===== config.mk =====
export PLATFORM = sky130hd
export DESIGN_NAME = drive_status_parameter_bank
export DESIGN_NICKNAME = d
export VERILOG_FILES = /design/src/drive_status_pkg.sv /design/src/drive_status_parameter_bank.sv
export VERILOG_INCLUDE_DIRS = /design/src
export SDC_FILE = /design/constraint.sdc
export NUM_CORES = 1
export LEC_CHECK = 0
export ABC_AREA = 0
export ABC_CLOCK_PERIOD_IN_PS = 2600
export BUFFER_PORTS_ARGS = -buffer_cell sky130_fd_sc_hd__buf_2
export CAP_MARGIN = 20
export CORE_ASPECT_RATIO = 1.2
export CORE_MARGIN = 1.5
export CORE_UTILIZATION = 40
export CTS_BUF_LIST = sky130_fd_sc_hd__clkbuf_4 sky130_fd_sc_hd__clkbuf_8 sky130_fd_sc_hd__clkbuf_16
export DETAILED_ROUTE_END_ITERATION = 10
export PLACE_DENSITY = 0.67
export SYNTH_ARGS = -nofsm -noshare
export SYNTH_HDL_FRONTEND = slang
export SYNTH_SLANG_ARGS = --single-unit

===== constraint.sdc =====
create_clock -name clk_i -period 2.6 [get_ports clk_i]
set_input_delay 0.13 -clock clk_i [delete_from_list [all_inputs] [get_ports clk_i]]
set_output_delay 0.13 -clock clk_i [all_outputs]
set_load 0.005 [all_outputs]

===== src/drive_status_consts.svh =====
// constants of the drive status parameter bank
// assumes inclusion by the bank module and the testbench only
`ifndef DRIVE_STATUS_CONSTS_SVH
`define DRIVE_STATUS_CONSTS_SVH

// ------------------------------------------------------------
// parameter addresses on the fieldbus map
// ------------------------------------------------------------
`define ADDR_IO_PHYSICAL 16'h0802
`define ADDR_INPUT_STATUS 16'h081E
`define ADDR_OUTPUT_STATUS 16'h0820
`define ADDR_STO_INPUTS 16'h084C
`define ADDR_BRAKE_APPLY 16'h0D42
`define ADDR_BRAKE_RELEASE 16'h0D44
`define ADDR_LAST_STOP_ERR 16'h1C0A
`define ADDR_LAST_CLASS0_ERR 16'h1C12
`define ADDR_ENC_COSINE 16'h1C56
`define ADDR_IQ_ACTUAL 16'h1E02
`define ADDR_IQ_REFERENCE 16'h1E20

// ------------------------------------------------------------
// field layout and values
// ------------------------------------------------------------
`define NUM_DI 6
`define NUM_DQ 5
`define NUM_STO 2
`define IO_PHYS_DQ_LSB 8
`define WORD_ZERO 16'h0000
`define ERR_CLASS_WARN 3'h0
`define ERR_CLASS_STOP_MIN 3'h1
`define ERR_CLASS_STOP_MAX 3'h4
`define ERR_CLASS_OVERWRITE 3'h4

`endif


===== src/drive_status_pkg.sv =====
// types of the drive status parameter bank
// assumes the constants header is on the include path
package drive_status_pkg;

    typedef logic [15:0] word_t;
    typedef logic [2:0] err_class_t;

    typedef enum logic [3:0] {
        SEL_NONE,
        SEL_IO_PHYSICAL,
        SEL_INPUT_STATUS,
        SEL_OUTPUT_STATUS,
        SEL_STO_INPUTS,
        SEL_BRAKE_APPLY,
        SEL_BRAKE_RELEASE,
        SEL_LAST_STOP_ERR,
        SEL_LAST_CLASS0_ERR,
        SEL_ENC_COSINE,
        SEL_IQ_ACTUAL,
        SEL_IQ_REFERENCE
    } reg_sel_t;

endpackage


===== src/drive_status_parameter_bank.sv =====
// read-only status parameter bank of a servo drive on its fieldbus parameter port
// assumes digital inputs and torque-off channels are asynchronous pins,
// all other inputs come from logic on clk_i
//
// What this block does
// one word: six input levels in bits 0-5, five output levels in bits 8-12
// input status word: bits 0-5 are digital inputs zero to five
// output status word: bits 0-4 are digital outputs zero to four
// torque-off word: channel a in bit 0, channel b in bit 1
// actual torque current, signed 16 bits, 0.01 A rms steps
// reference torque current, signed 16 bits, 0.01 A rms steps
// first stopping error of classes 1-4 is latched; later ones of classes 1-3 do not replace it
// a new class-4 error always replaces the held stop error code
// latest class-0 error code is held until the next fault reset
// class-0 error word reads zero while no class-0 code is held
// brake application time, unsigned 16 bits in milliseconds
// brake release time, unsigned 16 bits in milliseconds
// encoder cosine voltage, signed 16 bits, 0.001 V steps
// fieldbus writes leave every status word unchanged
`include "drive_status_consts.svh"

module drive_status_parameter_bank
    import drive_status_pkg::*;
(
    input wire logic clk_i,
    input wire logic arst_n_i,
    // parameter port
    input wire logic [15:0] par_addr_i,
    input wire logic par_rd_i,
    input wire logic par_wr_i,
    input wire logic [15:0] par_wdata_i,
    output logic [15:0] par_rdata_o,
    output logic par_ack_o,
    output logic par_err_o,
    // pins
    input wire logic [`NUM_DI-1:0] digital_input_i,
    input wire logic [`NUM_STO-1:0] torque_off_channel_i,
    // drive logic
    input wire logic [`NUM_DQ-1:0] digital_output_i,
    input wire logic signed [15:0] iq_actual_i,
    input wire logic signed [15:0] iq_reference_i,
    input wire logic [15:0] brake_apply_ms_i,
    input wire logic [15:0] brake_release_ms_i,
    input wire logic signed [15:0] enc_cosine_mv_i,
    input wire logic err_valid_i,
    input wire logic [2:0] err_class_i,
    input wire logic [15:0] err_code_i,
    input wire logic fault_reset_i
);

    // ------------------------------------------------------------
    // pin synchronisers
    // ------------------------------------------------------------
    logic [`NUM_DI-1:0] di_meta_q;
    logic [`NUM_DI-1:0] di_sync_q;
    logic [`NUM_STO-1:0] sto_meta_q;
    logic [`NUM_STO-1:0] sto_sync_q;

    always_ff @(posedge clk_i or negedge arst_n_i)
    begin
        if (!arst_n_i)
        begin
            di_meta_q <= '0;
            di_sync_q <= '0;
            sto_meta_q <= '0;
            sto_sync_q <= '0;
        end
        else
        begin
            di_meta_q <= digital_input_i;
            di_sync_q <= di_meta_q;
            sto_meta_q <= torque_off_channel_i;
            sto_sync_q <= sto_meta_q;
        end
    end

    // ------------------------------------------------------------
    // status words
    // ------------------------------------------------------------
    word_t io_physical_w;
    word_t input_status_w;
    word_t output_status_w;
    word_t sto_inputs_w;

    generate
        for (genvar b = 0; b < 16; b++)
        begin : g_bits
            assign io_physical_w[b] = (b < `NUM_DI) ? di_sync_q[b % `NUM_DI] :
                ((b >= `IO_PHYS_DQ_LSB) && (b < `IO_PHYS_DQ_LSB + `NUM_DQ)) ?
                digital_output_i[(b + `NUM_DQ - `IO_PHYS_DQ_LSB) % `NUM_DQ] : 1'b0;
            assign input_status_w[b] = (b < `NUM_DI) ? di_sync_q[b % `NUM_DI] : 1'b0;
            assign output_status_w[b] = (b < `NUM_DQ) ?
                digital_output_i[b % `NUM_DQ] : 1'b0;
            assign sto_inputs_w[b] = (b < `NUM_STO) ? sto_sync_q[b % `NUM_STO] : 1'b0;
        end
    endgenerate

    // ------------------------------------------------------------
    // error code latches
    // ------------------------------------------------------------
    word_t stop_err_q;
    word_t stop_err_d;
    logic stop_held_q;
    logic stop_held_d;
    word_t class0_err_q;
    word_t class0_err_d;

    wire err_is_stop = err_valid_i && (err_class_i >= `ERR_CLASS_STOP_MIN) &&
        (err_class_i <= `ERR_CLASS_STOP_MAX);
    wire err_is_class4 = err_valid_i && (err_class_i == `ERR_CLASS_OVERWRITE);
    wire err_is_class0 = err_valid_i && (err_class_i == `ERR_CLASS_WARN);
    wire stop_load = (err_is_stop && !stop_held_q) || err_is_class4;

    assign stop_err_d = stop_load ? err_code_i : stop_err_q;
    assign stop_held_d = stop_held_q || err_is_stop;
    // a class-0 event in the fault reset cycle wins over the clear
    assign class0_err_d = err_is_class0 ? err_code_i :
        fault_reset_i ? `WORD_ZERO : class0_err_q;

    always_ff @(posedge clk_i or negedge arst_n_i)
    begin
        if (!arst_n_i)
        begin
            stop_err_q <= `WORD_ZERO;
            stop_held_q <= 1'b0;
            class0_err_q <= `WORD_ZERO;
        end
        else
        begin
            stop_err_q <= stop_err_d;
            stop_held_q <= stop_held_d;
            class0_err_q <= class0_err_d;
        end
    end

    // ------------------------------------------------------------
    // parameter port decode and read
    // ------------------------------------------------------------
    reg_sel_t sel_w;
    word_t sel_word_w;

    assign sel_w = (par_addr_i == `ADDR_IO_PHYSICAL) ? SEL_IO_PHYSICAL :
        (par_addr_i == `ADDR_INPUT_STATUS) ? SEL_INPUT_STATUS :
        (par_addr_i == `ADDR_OUTPUT_STATUS) ? SEL_OUTPUT_STATUS :
        (par_addr_i == `ADDR_STO_INPUTS) ? SEL_STO_INPUTS :
        (par_addr_i == `ADDR_BRAKE_APPLY) ? SEL_BRAKE_APPLY :
        (par_addr_i == `ADDR_BRAKE_RELEASE) ? SEL_BRAKE_RELEASE :
        (par_addr_i == `ADDR_LAST_STOP_ERR) ? SEL_LAST_STOP_ERR :
        (par_addr_i == `ADDR_LAST_CLASS0_ERR) ? SEL_LAST_CLASS0_ERR :
        (par_addr_i == `ADDR_ENC_COSINE) ? SEL_ENC_COSINE :
        (par_addr_i == `ADDR_IQ_ACTUAL) ? SEL_IQ_ACTUAL :
        (par_addr_i == `ADDR_IQ_REFERENCE) ? SEL_IQ_REFERENCE : SEL_NONE;

    assign sel_word_w = (sel_w == SEL_IO_PHYSICAL) ? io_physical_w :
        (sel_w == SEL_INPUT_STATUS) ? input_status_w :
        (sel_w == SEL_OUTPUT_STATUS) ? output_status_w :
        (sel_w == SEL_STO_INPUTS) ? sto_inputs_w :
        (sel_w == SEL_BRAKE_APPLY) ? brake_apply_ms_i :
        (sel_w == SEL_BRAKE_RELEASE) ? brake_release_ms_i :
        (sel_w == SEL_LAST_STOP_ERR) ? stop_err_q :
        (sel_w == SEL_LAST_CLASS0_ERR) ? class0_err_q :
        (sel_w == SEL_ENC_COSINE) ? enc_cosine_mv_i :
        (sel_w == SEL_IQ_ACTUAL) ? iq_actual_i :
        (sel_w == SEL_IQ_REFERENCE) ? iq_reference_i : `WORD_ZERO;

    // read wins when both strobes are high; writes store nothing
    wire rd_take = par_rd_i;
    wire wr_take = par_wr_i && !par_rd_i;
    wire rd_bad = rd_take && (sel_w == SEL_NONE);
    word_t rdata_d;
    assign rdata_d = rd_take ? sel_word_w : `WORD_ZERO;

    always_ff @(posedge clk_i or negedge arst_n_i)
    begin
        if (!arst_n_i)
        begin
            par_rdata_o <= `WORD_ZERO;
            par_ack_o <= 1'b0;
            par_err_o <= 1'b0;
        end
        else
        begin
            par_rdata_o <= rdata_d;
            par_ack_o <= rd_take || wr_take;
            par_err_o <= rd_bad || wr_take;
        end
    end
endmodule


==> results.md <==
* Crit path largest cell delay at 540 ps
* Gate count after technology mapping at 371
* Sum of routed wire length over all layers at 12000 um
* Maximum buffer depth of the clock tree at 2
* DIE HEIGHT at 106 um
* CP cell instances: buf_2, nor4b_4, and2_1, nand4_1, or4_1, a311oi_2, buf_4, a21oi_1, or3_1, o21ai_0
* Share of total power in combinational logic at 11.9%
* Width of the die at 88.9 um
* RSZ-0062 raised after global routing: no
* Max-slew headroom at the worst pin at 52.6%
* Capture point of the worst path: par_rdata_o[6]
* Area added between synthesis and finish at 37.8%
* Worst path depth at 10
* Average detailed-routed wire length per instance at 17.9 um
* Max-slew violation count at 0
* Met3 wire len at 885 um
* Routed met2 length at 5860 um
* Commonest non-fill, non-tap cell in the layout: sky130_fd_sc_hd__buf_2
* Vias in the first global route at 3783
* DR pass1 iterations at 6
* Cell count of the worst reg-to-reg path at 5
* Crit Path Max Fanout at 11
* Kind of end point of the critical path: register
* Register-to-Register Setup Slack at 1100 ps
* DRC marker count from the first detailed-route iteration at 380
* Clock transition at the register clock pins on the worst setup and hold paths after CTS at 70 ps
* Initial cell density of the core at 41.3%
* Largest net degree at the start of global routing at 33
* Seq pwr share at 47.2%
* Worst setup skew after layout at 13.1 ps
* Startpoint of the worst register-to-register path: stop_held_q
* Total congestion overflow at 0
* Worst min-delay path startpoint: err_code_i[8]
* Number of enable-type register cells in the synthesized netlist at 0
* Hold Fails Final Rpt at 0
* Sum of buffers and inverters on the critical path at 2
* Power Internal at 1880 uW
* Critical path data arrival time at 2370 ps
* CP max stage cell: sky130_fd_sc_hd__or4_1
* Worst path top cell family by delay: simple AND/OR/NAND/NOR gates
* Met1 layer wirelength in the final routing at 4770 um
* Crit path from: par_addr_i[15]
* FILL cells at 783
* Final setup vio count at 0
* First-pass GRT wire length at 18700 um
* DRT antenna net count at 0
* Total power divided by cell area at 510 mW/mm2
* Layout cell share with drive strength beyond 1 at 39.2%
* Number of clock sinks at 67
* CTS H-Tree Depth at 3
* Initial antenna violation count at 0
* Boundary Pins at 168
* Post-CTS setup buffer count at 0
* Hold crit path type: input pin to register
* Clock tree from TritonCTS: built
* Weighted congestion reported at the end of routability-driven placement at 0.961
* Quantity of I/O buffers inserted on ports at 151
* Area enclosed by the die boundary at 0.00943 mm2
* Via count normalized by instance count at 5.52
* Core box area at 0.00856 mm2
* Worst hold-check slack at 6.45 ps
* Fraction of power consumed by the clock network at 40.9%
* Primary flip-flop cell chosen by synthesis mapping: sky130_fd_sc_hd__dfrtp_1
* Count of inserted antenna diode cells at 0
* Critical path type: input pin to register
* Post-synthesis area per instance at 9.54 um2
* Outcome: finished, final reports clean
* Number of different library cells in the post-synthesis netlist at 48
* Worst Setup Start Kind: input pin
* Post-layout net count at 698
* TritonCTS buffer count at 9
* Post-synth net total at 521
* Worst Hold Path Cells at 3
* Buffer cell driving the clock tree root: sky130_fd_sc_hd__clkbuf_8
* Commonest cells after routing, fill and taps aside: sky130_fd_sc_hd__buf_2 (151), sky130_fd_sc_hd__dfrtp_1 (67), sky130_fd_sc_hd__nand2_1 (39)
* Std-Cell Rows at 37
* Combined area of all synthesized cells at 0.00354 mm2
* Leakage power of the design at 0.00224 uW
* Post-CTS Resized at 0
* Endpoint required time on the critical path at 2860 ps
* Top Layer Used: met4
* Endpoint of the most critical register-to-register path: stop_err_q[4]
* Number of vias in the routed layout at 3701
* Sum of negative setup slack at 0 ps
* Final HPWL from detailed placement at 9270 um
* Slew at the pin closest to its max-slew limit at 711 ps
* Synth async-reset ratio at 100%
* Minimum clock period at 2110 ps
* Achievable clock frequency at 0.473 GHz
* Number of DRC violations after detailed routing at 0
* All-layer global routing usage at 26.4%
* Power dissipated by switching net loads at 608 uW
* Warnings from Yosys at 0
* Number of synthesized register bits at 67
* Switching share of power at 24.4%
* Maxcap violations at 0
* Final worst path period share at 81.3%
* Worst VDD drop at 0.337 mV
* Worst-skew pair later-pin latency at 350 ps
* Part of the Yosys area used for sequential elements at 47.3%
registers in the layout, indices dropped and copies added, names as in the netlist:
signal        cells
class0_err_q     16
par_rdata_o      16
stop_err_q       16
di_meta_q         6
di_sync_q         6
sto_meta_q        2
sto_sync_q        2
par_ack_o         1
par_err_o         1
stop_held_q       1
final cells by class:
cell class / instances / area (um2) / area share [%]
timing repair buffer: 184 / 1030 / 21.1
sequential: 67 / 1680 / 34.4
inverter: 6 / 22.5 / 0.462
multi-input combinational: 280 / 1770 / 36.3
clock inverter: 5 / 83.8 / 1.72
tap: 117 / 146 / 3.00
clock buffer: 11 / 151 / 3.10
worst min path at each step:
stage / to / slack (ps)
final: class0_err_q[8] / 6
after CTS: class0_err_q[1] / 4
after detailed placement: stop_held_q / 220
after global routing: class0_err_q[8] / 10
after floorplan: class0_err_q[0] / -170
after global placement: stop_held_q / 210
synth_stat cells (all sizes together), types with 4 or more instances:
master  number  area [um2]
dfrtp       67        1680
nand2       39         146
o21ai       33         169
a21oi       26         134
nor2        24        90.1
nand2b      18         113
clkbuf      15        56.3
mux2        15         169
nand4       12        75.1
a22oi       11        82.6
o22ai       10        62.6
nor2b        9        56.3
nand3        8        40.0
nor3         8        40.0
a221oi       6        52.6
inv          6        22.5
a221o        5        50.1
and2         5        31.3
mux2i        5        50.1
nor4         5        46.3
or2          5        31.3
a222oi       4        40.0
and3         4        25.0
repair_timing:
| action | in CTS | in global routing |
|---|---|---|
| hold buffers | 10 | 0 |
| endpoints found under the hold margin | 38 | 0 |
| endpoints found under the setup margin | 0 | 0 |
tightest hold or removal path: stages:
cell and delay (ps):
sky130_fd_sc_hd__buf_2 80, sky130_fd_sc_hd__nand2_1 40, sky130_fd_sc_hd__o21ai_0 50
power groups by stage:
stage	logic (uW)	clock network [uW]	registers, uW
6_report	295	1020	1180
5_1_grt	323	1070	1180
4_1_cts	297	1020	1170
3_5_place_dp	284	0	1190
3_3_place_gp	275	0	1190
2_1_floorplan	107	0	1170
metrics by stage:
stage / instance area (um2) / std cells / worst slack (ps) / utilization (%) / total power [uW]
detailed placement: 4540 / 644 / 142 / 53.1 / 1480
finish: 4880 / 670 / 487 / 57.0 / 2490
floorplan: 3540 / 371 / 248 / - / 1280
global placement: 4540 / 644 / 223 / 53.1 / 1470
CTS: 4880 / 670 / 486 / 57.0 / 2490
global route: 4880 / 670 / 354 / 57.0 / 2580
logic make-up (layout without fill, tap and decap cells):
kind of cell	Yosys count	count (layout)	share of synthesized area (%)
XOR/XNOR	2	2	0.495
buffers and inverters	24	206	2.83
multiplexers	20	20	6.18
AND/OR/NAND/NOR	149	149	22.9
AO/OA/AOI/OAI	109	109	20.3
flip-flops	67	67	47.3
layer usage:
| layer | vias to the layer above | GRT usage [%] |
|---|---|---|
| met5 | - | 0 |
| met4 | 0 | 12.7 |
| met3 | 36 | 3.80 |
| met2 | 190 | 42.9 |
| met1 | 1737 | 34.0 |
| li1 | 1738 | - |
Power figures use the tool's default switching activity.
